### config.mk
export PLATFORM = sky130hd
export DESIGN_NAME = pic_trigger_mode_select
export DESIGN_NICKNAME = d
export VERILOG_FILES = /design/src/hdl/pic_trig_pkg.sv /design/src/hdl/pic_mode_select.sv /design/src/hdl/pic_req_detect.sv /design/src/hdl/pic_trigger_mode_select.sv
export VERILOG_INCLUDE_DIRS = /design/src /design/src/hdl
export SDC_FILE = /design/constraint.sdc
export NUM_CORES = 1
export LEC_CHECK = 0
export ABC_AREA = 1
export BUFFER_PORTS_ARGS = -buffer_cell sky130_fd_sc_hd__buf_4
export CAP_MARGIN = 20
export CORE_ASPECT_RATIO = 1.75
export CORE_MARGIN = 5
export CORE_UTILIZATION = 55
export CTS_CLUSTER_SIZE = 20
export DETAILED_ROUTE_END_ITERATION = 7
export MAX_ROUTING_LAYER = met4
export PLACE_DENSITY = 0.87
export SYNTH_ARGS = -nofsm -noshare
export SYNTH_HDL_FRONTEND = slang
export SYNTH_HIERARCHICAL = 1
export SYNTH_SLANG_ARGS = --single-unit
### constraint.sdc
create_clock -name I_CLK -period 2.8 [get_ports I_CLK]
set_clock_uncertainty 0.15 [all_clocks]
set_input_delay 0.28 -clock I_CLK [delete_from_list [all_inputs] [get_ports I_CLK]]
set_output_delay 0.28 -clock I_CLK [all_outputs]
set_load 0.05 [all_outputs]
### src/hdl/pic_trig_consts.svh
// Register map, field positions and reset values of the trigger mode select block.
// Assumes inclusion by bare name from design files.
`ifndef PIC_TRIG_CONSTS_SVH
`define PIC_TRIG_CONSTS_SVH

// Printed offsets are not word multiples: these are register indices
`define IDX_GLOBAL_CONTROL 12'hD00
`define IDX_MASTER_MODE 12'hD02
`define IDX_SLAVE1_MODE 12'hD03
`define IDX_INIT_WORDS 12'hD05
`define IDX_CASCADE_CFG 12'hD06
`define IDX_STATUS 12'hD07

// Field positions
`define GC_MASTER_GLOBAL_BIT 0
`define GC_SLAVE1_GLOBAL_BIT 1
`define GC_SLAVE2_GLOBAL_BIT 2
`define IW_MASTER_ICW1_LEVEL_TRIGGER_BIT 0
`define IW_MASTER_SINGLE_BIT 1
`define IW_SLAVE1_ICW1_LEVEL_TRIGGER_BIT 2
`define CC_INPUT2_BIT 2
`define CC_INPUT5_BIT 5

// Reset values
`define GLOBAL_CONTROL_RST 8'h07
`define MODE_REG_RST 8'h00
`define INIT_WORDS_RST 8'h00
`define CASCADE_CFG_RST 8'h00

`define CASCADE_CHAN_A 2
`define CASCADE_CHAN_B 5

`endif

### src/hdl/pic_trig_pkg.sv
// Types of the trigger mode select block.
// Assumes pic_trig_consts.svh holds all numbers.
package pic_trig_pkg;
   typedef struct packed
   {
      logic [31:0] paddr;
      logic psel;
      logic penable;
      logic pwrite;
      logic [31:0] pwdata;
   } apb_req_t;

   typedef struct packed
   {
      logic [7:0] level_sel;
      logic [7:0] cascade;
   } chan_mode_t;

   typedef enum logic [1:0] {APB_IDLE, APB_ACCESS} apb_state_t;
endpackage

### src/hdl/pic_mode_select.sv
// Per-controller detection mode selection between global and per-channel settings.
// Assumes register values are stable flops from the register file.
`timescale 1ns/1ns
`include "pic_trig_consts.svh"
module pic_mode_select
(
   input wire logic i_global_en,
   input wire logic i_level_trig,
   input wire logic i_single,
   input wire logic i_is_master,
   input wire logic [7:0] i_chan_mode,
   output pic_trig_pkg::chan_mode_t o_mode
);
   logic [7:0] cascade_mask;

   // Cascade inputs only on master when neither single nor global mode
   assign cascade_mask = (i_is_master && !i_global_en && !i_single) ?
      8'((1 << `CASCADE_CHAN_A) | (1 << `CASCADE_CHAN_B)) : 8'h00;

   // Global bit picks one mode for all; else per-channel bits
   assign o_mode.level_sel = i_global_en ? {8{i_level_trig}} : (i_chan_mode & ~cascade_mask);
   assign o_mode.cascade = cascade_mask;
endmodule

### src/hdl/pic_req_detect.sv
// Eight-channel request detector, edge or level per channel.
// Assumes request inputs are synchronous to the clock.
`timescale 1ns/1ns
module pic_req_detect
(
   input wire logic i_clk,
   input wire logic i_rst,
   input wire logic [7:0] i_req,
   input wire logic [7:0] i_level_sel,
   input wire logic [7:0] i_ack,
   output logic [7:0] o_pending
);
   logic [7:0] prev_q;
   logic [7:0] edge_q;
   logic [7:0] edge_d;
   logic [7:0] rise;

   assign rise = i_req & ~prev_q;
   // Edge seen wins over an acknowledge in the same cycle
   assign edge_d = rise | (edge_q & ~i_ack);

   always_ff @(posedge i_clk or posedge i_rst)
   begin
      if (i_rst)
      begin
         prev_q <= 8'h00;
         edge_q <= 8'h00;
      end
      else
      begin
         prev_q <= i_req;
         edge_q <= edge_d & ~i_level_sel;
      end
   end

   // Level channels follow input; edge channels hold a latched request
   assign o_pending = (i_level_sel & i_req) | (~i_level_sel & edge_q);
endmodule

### src/hdl/pic_trigger_mode_select.sv
// Trigger mode select for master and first-slave interrupt controllers, APB register file.
// Assumes an APB master on I_CLK; request lines synchronous to I_CLK.
//
// Added by the designer: the APB register port.
`timescale 1ns/1ns
`include "pic_trig_consts.svh"

// What this block does
// - Slave1 global on: all channels follow level bit
// - Slave1 global off: per-channel register bits apply
// - Master global on: all channels follow level bit
// - Master global off: per-channel register bits apply
// - Master register bit n: 0 edge, 1 level
// - Slave1 register bit n: 0 edge, 1 level
// - Single mode: channel 5 uses its bit
// - Cascade mode: channel 5 is second-slave input
// - Single mode: channel 2 uses its bit
// - Cascade mode: channel 2 is first-slave input
// - PC mode: second slave bypassed, level13 to ch5
// - All global enables set after reset
module pic_trigger_mode_select
(
   input wire logic I_CLK,
   input wire logic I_SYS_RST,
   input wire logic [31:0] I_PADDR,
   input wire logic I_PSEL,
   input wire logic I_PENABLE,
   input wire logic I_PWRITE,
   input wire logic [31:0] I_PWDATA,
   output logic [31:0] O_PRDATA,
   output logic O_PREADY,
   output logic O_PSLVERR,
   input wire logic [7:0] I_MASTER_REQ,
   input wire logic [7:0] I_SLAVE1_REQ,
   input wire logic [7:0] I_SLAVE2_REQ,
   input wire logic I_LEVEL13_REQ,
   input wire logic [7:0] I_MASTER_ACK,
   input wire logic [7:0] I_SLAVE1_ACK,
   output logic [7:0] O_MASTER_LEVEL_SEL,
   output logic [7:0] O_SLAVE1_LEVEL_SEL,
   output logic O_SLAVE2_GLOBAL_MODE_EN,
   output logic [7:0] O_MASTER_PENDING,
   output logic [7:0] O_SLAVE1_PENDING
);
   pic_trig_pkg::apb_req_t apb;
   pic_trig_pkg::chan_mode_t master_mode;
   pic_trig_pkg::chan_mode_t slave1_mode;
   logic [7:0] global_ctrl_q;
   logic [7:0] master_chan_mode_q;
   logic [7:0] slave1_chan_mode_q;
   logic [7:0] init_words_q;
   logic [7:0] cascade_cfg_q;
   logic [7:0] master_req_mux;
   logic [7:0] slave1_pending;
   logic [7:0] wr_byte;
   logic [31:0] rd_data_d;
   logic [31:0] rd_data_q;
   logic addr_ok;
   logic access;
   logic wr_en;
   logic pc_compat;
   logic master_global_mode_en;
   logic slave1_global_mode_en;
   logic icw1_level_trigger_m;
   logic icw1_level_trigger_s1;
   logic icw1_single_mode;
   logic cascade_on_input2;
   logic cascade_on_input5;
   logic chan2_trigger_sel;
   logic chan5_trigger_sel;

   // Word index from byte address; register index is a 12-bit printed offset
   function automatic logic is_reg(input logic [31:0] addr, input logic [11:0] idx);
      is_reg = (addr[1:0] == 2'h0) && (addr[31:2] == {18'h00000, idx});
   endfunction

   assign apb = '{paddr: I_PADDR, psel: I_PSEL, penable: I_PENABLE, pwrite: I_PWRITE, pwdata: I_PWDATA};
   assign access = apb.psel && apb.penable;
   assign wr_byte = apb.pwdata[7:0];
   assign addr_ok = is_reg(apb.paddr, `IDX_GLOBAL_CONTROL) || is_reg(apb.paddr, `IDX_MASTER_MODE) ||
      is_reg(apb.paddr, `IDX_SLAVE1_MODE) || is_reg(apb.paddr, `IDX_INIT_WORDS) ||
      is_reg(apb.paddr, `IDX_CASCADE_CFG) || is_reg(apb.paddr, `IDX_STATUS);
   assign wr_en = access && apb.pwrite && addr_ok;

   // Zero-wait slave; unmapped addresses answer with an error
   assign O_PREADY = 1'b1;
   assign O_PSLVERR = access && !addr_ok;

   assign master_global_mode_en = global_ctrl_q[`GC_MASTER_GLOBAL_BIT];
   assign slave1_global_mode_en = global_ctrl_q[`GC_SLAVE1_GLOBAL_BIT];
   assign icw1_level_trigger_m = init_words_q[`IW_MASTER_ICW1_LEVEL_TRIGGER_BIT];
   assign icw1_single_mode = init_words_q[`IW_MASTER_SINGLE_BIT];
   assign icw1_level_trigger_s1 = init_words_q[`IW_SLAVE1_ICW1_LEVEL_TRIGGER_BIT];
   assign cascade_on_input2 = cascade_cfg_q[`CC_INPUT2_BIT];
   assign cascade_on_input5 = cascade_cfg_q[`CC_INPUT5_BIT];
   assign chan2_trigger_sel = master_chan_mode_q[`CASCADE_CHAN_A];
   assign chan5_trigger_sel = master_chan_mode_q[`CASCADE_CHAN_B];
   assign pc_compat = master_global_mode_en && slave1_global_mode_en && cascade_on_input2 && !cascade_on_input5;

   always_ff @(posedge I_CLK or posedge I_SYS_RST)
   begin
      if (I_SYS_RST)
      begin
         global_ctrl_q <= `GLOBAL_CONTROL_RST;
         master_chan_mode_q <= `MODE_REG_RST;
         slave1_chan_mode_q <= `MODE_REG_RST;
         init_words_q <= `INIT_WORDS_RST;
         cascade_cfg_q <= `CASCADE_CFG_RST;
      end
      else if (wr_en)
      begin
         if (is_reg(apb.paddr, `IDX_GLOBAL_CONTROL))
            global_ctrl_q <= wr_byte & 8'h07;
         if (is_reg(apb.paddr, `IDX_MASTER_MODE))
            master_chan_mode_q <= wr_byte;
         if (is_reg(apb.paddr, `IDX_SLAVE1_MODE))
            slave1_chan_mode_q <= wr_byte;
         if (is_reg(apb.paddr, `IDX_INIT_WORDS))
            init_words_q <= wr_byte & 8'h07;
         if (is_reg(apb.paddr, `IDX_CASCADE_CFG))
            cascade_cfg_q <= wr_byte;
      end
   end

   pic_mode_select u_master_sel
   (
      .i_global_en(master_global_mode_en),
      .i_level_trig(icw1_level_trigger_m),
      .i_single(icw1_single_mode),
      .i_is_master(1'b1),
      .i_chan_mode(master_chan_mode_q),
      .o_mode(master_mode)
   );

   pic_mode_select u_slave1_sel
   (
      .i_global_en(slave1_global_mode_en),
      .i_level_trig(icw1_level_trigger_s1),
      .i_single(1'b1),
      .i_is_master(1'b0),
      .i_chan_mode(slave1_chan_mode_q),
      .o_mode(slave1_mode)
   );

   // Channel 2 carries first-slave cascade; channel 5 second slave or level13 in PC mode
   assign master_req_mux[1:0] = I_MASTER_REQ[1:0];
   assign master_req_mux[2] = master_mode.cascade[2] ? |slave1_pending : I_MASTER_REQ[2];
   assign master_req_mux[4:3] = I_MASTER_REQ[4:3];
   assign master_req_mux[5] = pc_compat ? I_LEVEL13_REQ :
      (master_mode.cascade[5] ? |I_SLAVE2_REQ : I_MASTER_REQ[5]);
   assign master_req_mux[7:6] = I_MASTER_REQ[7:6];

   pic_req_detect u_master_det
   (
      .i_clk(I_CLK),
      .i_rst(I_SYS_RST),
      .i_req(master_req_mux),
      .i_level_sel(master_mode.level_sel),
      .i_ack(I_MASTER_ACK),
      .o_pending(O_MASTER_PENDING)
   );

   pic_req_detect u_slave1_det
   (
      .i_clk(I_CLK),
      .i_rst(I_SYS_RST),
      .i_req(I_SLAVE1_REQ),
      .i_level_sel(slave1_mode.level_sel),
      .i_ack(I_SLAVE1_ACK),
      .o_pending(slave1_pending)
   );
   assign O_SLAVE1_PENDING = slave1_pending;

   // Read mux; status word shows effective modes and PC mode
   always_comb
   begin
      rd_data_d = 32'h00000000;
      if (is_reg(apb.paddr, `IDX_GLOBAL_CONTROL))
         rd_data_d = {24'h000000, global_ctrl_q};
      else if (is_reg(apb.paddr, `IDX_MASTER_MODE))
         rd_data_d = {24'h000000, master_chan_mode_q};
      else if (is_reg(apb.paddr, `IDX_SLAVE1_MODE))
         rd_data_d = {24'h000000, slave1_chan_mode_q};
      else if (is_reg(apb.paddr, `IDX_INIT_WORDS))
         rd_data_d = {24'h000000, init_words_q};
      else if (is_reg(apb.paddr, `IDX_CASCADE_CFG))
         rd_data_d = {24'h000000, cascade_cfg_q};
      else if (is_reg(apb.paddr, `IDX_STATUS))
         rd_data_d = {15'h0000, pc_compat, slave1_mode.level_sel, master_mode.level_sel};
   end

   // Read data is registered in setup so it is valid through the access phase
   always_ff @(posedge I_CLK or posedge I_SYS_RST)
   begin
      if (I_SYS_RST)
         rd_data_q <= 32'h00000000;
      else if (apb.psel && !apb.penable && !apb.pwrite)
         rd_data_q <= rd_data_d;
   end
   assign O_PRDATA = rd_data_q;

   always_ff @(posedge I_CLK or posedge I_SYS_RST)
   begin
      if (I_SYS_RST)
      begin
         O_MASTER_LEVEL_SEL <= 8'h00;
         O_SLAVE1_LEVEL_SEL <= 8'h00;
         O_SLAVE2_GLOBAL_MODE_EN <= 1'b1;
      end
      else
      begin
         O_MASTER_LEVEL_SEL <= master_mode.level_sel;
         O_SLAVE1_LEVEL_SEL <= slave1_mode.level_sel;
         O_SLAVE2_GLOBAL_MODE_EN <= global_ctrl_q[`GC_SLAVE2_GLOBAL_BIT];
      end
   end

   property p_master_global;
      @(posedge I_CLK) disable iff (I_SYS_RST)
      master_global_mode_en |=> O_MASTER_LEVEL_SEL == {8{$past(icw1_level_trigger_m)}};
   endproperty
   a_master_global: assert property (p_master_global) else $error("master global mode wrong");

   property p_slave1_global;
      @(posedge I_CLK) disable iff (I_SYS_RST)
      slave1_global_mode_en |=> O_SLAVE1_LEVEL_SEL == {8{$past(icw1_level_trigger_s1)}};
   endproperty
   a_slave1_global: assert property (p_slave1_global) else $error("slave1 global mode wrong");

   property p_slave1_chan;
      @(posedge I_CLK) disable iff (I_SYS_RST)
      !slave1_global_mode_en |=> O_SLAVE1_LEVEL_SEL == $past(slave1_chan_mode_q);
   endproperty
   a_slave1_chan: assert property (p_slave1_chan) else $error("slave1 channel mode wrong");

   property p_master_chan;
      @(posedge I_CLK) disable iff (I_SYS_RST)
      (!master_global_mode_en && icw1_single_mode) |=> O_MASTER_LEVEL_SEL == $past(master_chan_mode_q);
   endproperty
   a_master_chan: assert property (p_master_chan) else $error("master channel mode wrong");

   property p_single_ch25;
      @(posedge I_CLK) disable iff (I_SYS_RST)
      (!master_global_mode_en && icw1_single_mode && chan5_trigger_sel && chan2_trigger_sel)
         |=> O_MASTER_LEVEL_SEL[5] && O_MASTER_LEVEL_SEL[2];
   endproperty
   a_single_ch25: assert property (p_single_ch25) else $error("single mode ch2/ch5 wrong");

   property p_cascade;
      @(posedge I_CLK) disable iff (I_SYS_RST)
      (!master_global_mode_en && !icw1_single_mode) |=> !O_MASTER_LEVEL_SEL[5] && !O_MASTER_LEVEL_SEL[2];
   endproperty
   a_cascade: assert property (p_cascade) else $error("cascade channels not ignored");

   property p_cascade2;
      @(posedge I_CLK) disable iff (I_SYS_RST)
      (!master_global_mode_en && !icw1_single_mode) |-> master_req_mux[2] == |slave1_pending;
   endproperty
   a_cascade2: assert property (p_cascade2) else $error("channel 2 not cascade input");

   property p_pc_mode;
      @(posedge I_CLK) disable iff (I_SYS_RST)
      (pc_compat && icw1_level_trigger_m && I_LEVEL13_REQ) |-> O_MASTER_PENDING[5];
   endproperty
   a_pc_mode: assert property (p_pc_mode) else $error("level13 not on channel 5");

   property p_write_mode;
      @(posedge I_CLK) disable iff (I_SYS_RST)
      (wr_en && is_reg(apb.paddr, `IDX_MASTER_MODE)) |=> master_chan_mode_q == $past(wr_byte);
   endproperty
   a_write_mode: assert property (p_write_mode) else $error("mode register not written");

   c_pc_compat: cover property (@(posedge I_CLK) disable iff (I_SYS_RST) pc_compat && I_LEVEL13_REQ);
   c_cascade: cover property (@(posedge I_CLK) disable iff (I_SYS_RST) master_mode.cascade[2] && |slave1_pending);
   c_per_chan: cover property (@(posedge I_CLK) disable iff (I_SYS_RST)
      !master_global_mode_en && icw1_single_mode && |master_chan_mode_q);
endmodule

Word level (Yosys, flattened, before mapping)
Index checks and enable logic that the tools add are counted.

Eq/ne operators: 6. Muxes and demuxes: 12. Bitwise gates (word level): 22. Reductions and logical operators: 35.

Operators with widths (number): 30-bit by 12-bit equality test with 1-bit output, second input constant (6); 17-bit 2-to-1 mux (6); 8-bit AND (11); 8-bit inverter (7); 8-bit OR (4); 1-bit logical AND (16); 8-bit 2-to-1 mux (2); 8-bit OR reduction (2); 2-bit AND reduction (5); 1-bit zero test (6); 6-bit 2-to-1 mux (1); 1-bit logical OR (5); 1-bit 2-to-1 mux (3); 2-bit zero test (1).

Register bits: 111. Output and inout port bits: 67. Logic and storage cells: 88.

Depth between registers and ports, before layout
Gate-level depths: netlist (run 1).

Depth after elaboration: 12. Gate-level depth with buffers: 13. Gate-level depth less buffers: 13.

Hierarchy
The synthesis (run 1) kept the hierarchy.

Modules (own cells, without submodules): pic_trigger_mode_select (instances 1, cells an instance 418, area an instance 3404.5 sq um, seq. area each 1606.5 sq um); pic_req_detect (instances 2, cells an instance 89, area an instance 699.4 sq um, seq. area each 400.4 sq um); pic_mode_select (instances 2, cells an instance 33, area an instance 177.7 sq um, seq. area each 0.0 sq um).

Worst setup path before layout (run 1)
OpenSTA, ideal clock, no wires.

Path type: register to output. Start point: reg global_ctrl_q[1]. End point: out O_MASTER_PENDING[2]. Data arrival time: 2205 ps. Data required time: 2370 ps. Path slack: 165 ps. Cell stages (with the launch flop): 11. Path buffers: 1. Cell sequence: dfstp_2 buf_6 nand2_4 o21ai_0 inv_2 nand2_1 nand2_1 nor4_1 a41oi_1 nand2_1 nand2_1.

RTL lines: from (decl) (RTL line pic_trigger_mode_select.sv:48) `logic [7:0] global_ctrl_q;`; from (signal assigned) (RTL line pic_trigger_mode_select.sv:104) `` global_ctrl_q <= `GLOBAL_CONTROL_RST; ``; from (signal assigned) (RTL line pic_trigger_mode_select.sv:113) `global_ctrl_q <= wr_byte & 8'h07;`; to (decl) (RTL line pic_trigger_mode_select.sv:42) `output logic [7:0] O_MASTER_PENDING,`.

==> results.yml, run 1 <==
worst_setup_path:
  crit_path_end_kind: "output port"
  cp_max_fo: 8
  worst_ep_required_time_ns: 2.37
  cp.arrival_ns: 2.24
  startpoint_type: "register"
  critical_path_class: "register to output port"
clock_tree:
  clock-root-buffer: "clkbuf_16"
  cts_max_level: 3
  cts_tree: "built"
  path_clk_slew_ns: 0.07
  clockBufferDepth: 2
  clkLatencyLatePin_ns: 0.34
  clock-sinks: 96
  cts_made_buffers: 9
timing:
  layout_min_cycle_time_ns: 2.672
  worst_pin_slew_ns: 0.8763
  maxSlewViolCount: 0
  final_hold_viol_count: 0
  fin_crit_sh: 0.9541
  finalSetupViolations: 0
  fmax_mhz: 374.3
  slew_headroom: 0.4096
  timing.hold.ws_ns: 0.02335
  tns_ns: 0
grt:
  grt_start_max_net_pins: 31
  grt_util_all_layers: 0.2682
  grt-ovfl-total: 0
  grt_antenna_before_repair: 0
  grt_pass1_wl_um: 22160
  grt_pass1_vias: 4770
floorplan:
  fp.dieH_um: 136.8
  dieArea_um2: 11270
  num_rows: 46
  ioPinCount: 177
  start_util: 0.5588
  die_w_um: 82.44
  coreArea_um2: 9036
synthesis:
  synthesis.area_um2: 5050
  netlist_instances: 646
  syn_avg_cell_area_um2: 7.817
  ys_warn_count: 6
power:
  power.leakage_nw: 3.723
  power_density_nw_per_um2: 467.2
  ir_drop_uv: 319.8
detailed_routing:
  drc: 0
  dr.pass1.iters: 5
  drtIter0Drc: 344
  ant_nets: 0
  vias_per_cell: 5.200
  vias: 4852
  wl_per_cell_um: 15.44
  wl_um: 14410
placed_design:
  dp.final_hpwl_um: 10940
  port_buffers: 136
  gp_congestion: 0.9424
finish:
  diodes: 0
  drive_gt1_frac: 0.2952
  finalNetCount: 918
  nFillCells: 680
  area_delta_synth_final_pct: 31.57
  fin_util: 0.7353
run:
  drv_cap: 0
hold_path:
  hold_path.class: "input port to register"
outcome:
  status: "finished clean"
placed cells by master (no fill, tap or decap):
master and instances:
a41oi_2 1, buf_4 146, buf_6 1, bufinv_16 1, clkbuf_1 1, clkbuf_16 9, clkinv_1 2, clkinv_4 2
clkinvlp_4 3, conb_1 19, dfrtp_1 92, dfstp_2 4, dlygate4sd3_1 15, inv_1 72, inv_2 24, inv_6 1
nand2_1 224, nand2_2 2, nand2_4 5, nand3_1 69, nand3_2 9, nand3_4 3, nand3b_1 1, nand4_1 30
nor2_1 31, nor2_2 14, nor2_4 5, nor2_8 1, nor3_1 2, nor3_2 4, nor3_4 1, nor4_1 2
nor4_4 1, o21ai_0 10, o21ai_1 2, o21ai_2 3, o22ai_1 1
critical path: stages, from the launching register on:
cell	delay, ns
dfstp_2	0.61
nand2_4	0.11
o21ai_2	0.12
inv_2	0.08
nand2_1	0.07
nand2_1	0.10
nor4_4	0.33
a41oi_2	0.18
nand2_1	0.09
nand2_1	0.06
buf_6	0.15
metal layers:
metal | GRT usage | share of wire | vias to the layer above
met5 | - | 0 | -
met4 | 0.1470 | 0.050 | 0
met3 | 0.04018 | 0.062 | 56
met2 | 0.4853 | 0.55 | 210
met1 | 0.2644 | 0.34 | 2267
li1 | - | - | 2319
area by class of cell:
| cell class | count | area, um2 | area share |
|---|---|---|---|
| clock buffer | 10 | 229.0 | 0.03446 |
| clock inverter | 6 | 70.07 | 0.01055 |
| inverter | 99 | 376.6 | 0.05669 |
| multi-input combinational | 440 | 2153 | 0.3241 |
| sequential | 96 | 2407 | 0.3623 |
| tap | 120 | 150.1 | 0.02260 |
| timing repair buffer | 162 | 1257 | 0.1893 |
repair_timing:
action,CTS,global route
pin swaps,1,2
endpoints found under the setup margin,1,1
gates resized for setup,6,7
setup buffers,4,2
hold buffers,15,0
hold endpoints to repair,74,0
stage by stage:
| step | cell area (um2) | total power, mW | setup WS (ns) | instances |
|---|---|---|---|---|
| floorplan | 5114 | 1.718 | 0.1694 | 663 |
| global placement | 6110 | 1.872 | 0.1620 | 896 |
| detailed placement | 6110 | 1.886 | 0.04674 | 896 |
| CTS | 6615 | 3.107 | 0.02111 | 931 |
| global route | 6644 | 3.200 | -0.001904 | 933 |
| finish | 6644 | 3.104 | 0.1285 | 933 |
power by group:
group	internal [mW]	switching, mW	total, mW	leakage, nW
clock network	0.695	0.519	1.21	0.135
logic	0.164	0.291	0.456	2.33
registers	1.42	0.0157	1.44	1.26
registers in the layout (all words and copies together) (netlist names):
signal                   count
master_chan_mode_q           8
O_PRDATA                    17
slave1_chan_mode_q           8
O_MASTER_LEVEL_SEL           8
u_slave1_det/edge_q          8
init_words_q                 3
cascade_cfg_q                8
global_ctrl_q                3
O_SLAVE1_LEVEL_SEL           8
u_master_det/edge_q          8
u_slave1_det/prev_q          8
u_master_det/prev_q          8
O_SLAVE2_GLOBAL_MODE_EN      1
final timing paths:
path	from	endpoint	slack [ns]	cells after the start
min in group asynchronous	I_SYS_RST	u_master_det/prev_q[4]	0.45	3
max	global_ctrl_q[1]	O_MASTER_PENDING[2]	0.13	10
max reg2reg	global_ctrl_q[1]	u_master_det/edge_q[2]	0.65	10
max in group asynchronous	I_SYS_RST	global_ctrl_q[1]	1.29	4
min	I_MASTER_ACK[4]	u_master_det/edge_q[4]	0.02	4
min reg2reg	global_ctrl_q[2]	O_SLAVE2_GLOBAL_MODE_EN	0.25	0
Power figures use the tool's default switching activity.
==> run 2: changes to the inputs <==
- CAP_MARGIN: 20 -> 10
- CORE_UTILIZATION: 55 -> 46
- PLACE_DENSITY: 0.87 -> 0.77
- clock period: 2.8 -> 2.15 ns (I/O delays scaled with it)
==> results.yml, run 2 (synthesis gave the netlist of run 1 again) <==
outcome:
  status: "finished with violations"
  violations: "negative setup slack"
timing:
  maxSlewViolCount: 0
  slew_headroom: 0.5667
  finalSetupViolations: 5
  rsz0062_at_grt: "yes"
  tns_ns: -0.6673
  worst_pin_slew_ns: 0.6492
  layout_min_cycle_time_ns: 2.571
  fin_crit_sh: 1.196
  fmax_mhz: 388.9
  timing.final.ws_setup_ns: -0.4211
  final_hold_viol_count: 0
  timing.hold.ws_ns: 0.04525
floorplan:
  coreArea_um2: 10760
  die_w_um: 89.20
  start_util: 0.4693
  ioPinCount: 177
  dieArea_um2: 13260
  num_rows: 50
  fp.dieH_um: 148.6
run:
  drv_cap: 0
finish:
  drive_gt1_frac: 0.3601
  final_common_cell: "nand2_1"
  area_delta_synth_final_pct: 49.01
  diodes: 0
  nFillCells: 802
  finalNetCount: 988
  fin_util: 0.6993
  layout_common_cells: "205 x nand2_1, 180 x buf_4, 92 x dfrtp_1"
  largest_register_ffs: 17
worst_setup_path:
  crit_path_end_kind: "output port"
  critical_path_class: "register to output port"
  cp.arrival_ns: 2.21
  worst_ep_required_time_ns: 1.78
  reg2regPathDepth: 12
  startpoint_type: "register"
  r2r_end: "u_master_det/edge_q[2]"
  r2r_slack_ns: -0.04
  r2r_start: "global_ctrl_q[1]"
  cp_max_fo: 5
detailed_routing:
  drtIter0Drc: 317
  drc: 0
  vias_per_cell: 5.066
  dr.pass1.iters: 5
  wl_per_cell_um: 15.94
  topRoutingLayerUsed: "met4"
  met1Wirelength_um: 5680
  wl_um: 16140
  dr_wl_met3_um: 780
  met2_length_um: 9204
  ant_nets: 0
  vias: 5132
power:
  ir_drop_uv: 543.4
  fin_total_pwr_mw: 4.167
  power_density_nw_per_um2: 553.8
  power.leakage_nw: 4.113
grt:
  grt-ovfl-total: 0
  grt_pass1_wl_um: 24610
  grt_pass1_vias: 5269
  grt_util_all_layers: 0.2462
  grt_start_max_net_pins: 37
  grt_antenna_before_repair: 0
clock_tree:
  clock-sinks: 96
  cts_max_level: 3
  clock-root-buffer: "clkbuf_16"
  clkLatencyLatePin_ns: 0.34
  cts_made_buffers: 9
  path_clk_slew_ns: 0.07
  cts_tree: "built"
  clockBufferDepth: 2
placed_design:
  port_buffers: 136
  pre_cts_ws_ns: -0.2352
  dp.final_hpwl_um: 11400
  gp_congestion: 0.9385
hold_path:
  min_to: "u_master_det/prev_q[5]"
  hold_depth: 3
  hold_path.class: "input port to register"
  min_from: "I_SLAVE2_REQ[6]"
-- run 2: where the power goes --
group	internal, mW	switching [mW]	leakage [nW]	total [mW]
combinational	0.289	0.412	2.72	0.702
clock	0.905	0.688	0.135	1.59
sequential	1.85	0.0232	1.26	1.87
total	3.04	1.12	4.11	4.17
-- run 2: how the worst max path moves through the flow --
| stage | from | to | slack [ns] | cells past startpoint |
|---|---|---|---|---|
| final | global_ctrl_q[1] | O_MASTER_PENDING[2] | -0.42 | 11 |
| after global routing | global_ctrl_q[1] | O_MASTER_PENDING[2] | -0.51 | 13 |
| after CTS | global_ctrl_q[1] | O_MASTER_PENDING[2] | -0.45 | 11 |
| after detailed placement | global_ctrl_q[1] | O_MASTER_PENDING[2] | -0.24 | 11 |
| after global placement | global_ctrl_q[1] | O_MASTER_PENDING[2] | -0.13 | 11 |
| after floorplan | global_ctrl_q[1] | O_MASTER_PENDING[2] | -0.03 | 10 |
-- run 2: final cells by class --
type | instances | area (um2) | share of cell area
flip-flops and latches | 96 | 2407 | 0.3199
well taps | 130 | 162.7 | 0.02162
inverters | 99 | 376.6 | 0.05005
multi-input cells | 441 | 2367 | 0.3146
clock inverters | 6 | 70.07 | 0.009312
repair buffers | 231 | 1912 | 0.2541
clock buffers | 10 | 229.0 | 0.03043
-- run 2: worst max-delay path, cell delays in order (launching register included) --
cell and delay [ns]:
dfstp_2 0.61, nand2_4 0.12, o21ai_4 0.10, inv_2 0.06, nand2_2 0.08, nand2_4 0.06
nor4_4 0.26, buf_4 0.17, a41oi_4 0.10, nand2_2 0.10, nand2_4 0.05, buf_8 0.14
-- run 2: what timing repair did --
action                                  CTS  global route
buffers inserted                          5            13
pin swaps                                 5            13
endpoints found under the hold margin    91             0
resized for setup                        38            21
hold buffers                             40             0
endpoints found under the setup margin   14            12
cloned                                    0             1
-- run 2: routing by layer --
layer / vias up / track usage
met5: - / -
met1: 2448 / 0.2550
met3: 37 / 0.03049
met4: 0 / 0.09985
li1: 2460 / -
met2: 187 / 0.4535
-- run 2: through the flow --
step | instances | cell area, um2
6_report | 1013 | 7525
5_1_grt | 1013 | 7525
4_1_cts | 1001 | 7337
3_5_place_dp | 940 | 6462
3_3_place_gp | 940 | 6462
2_1_floorplan | 663 | 5186
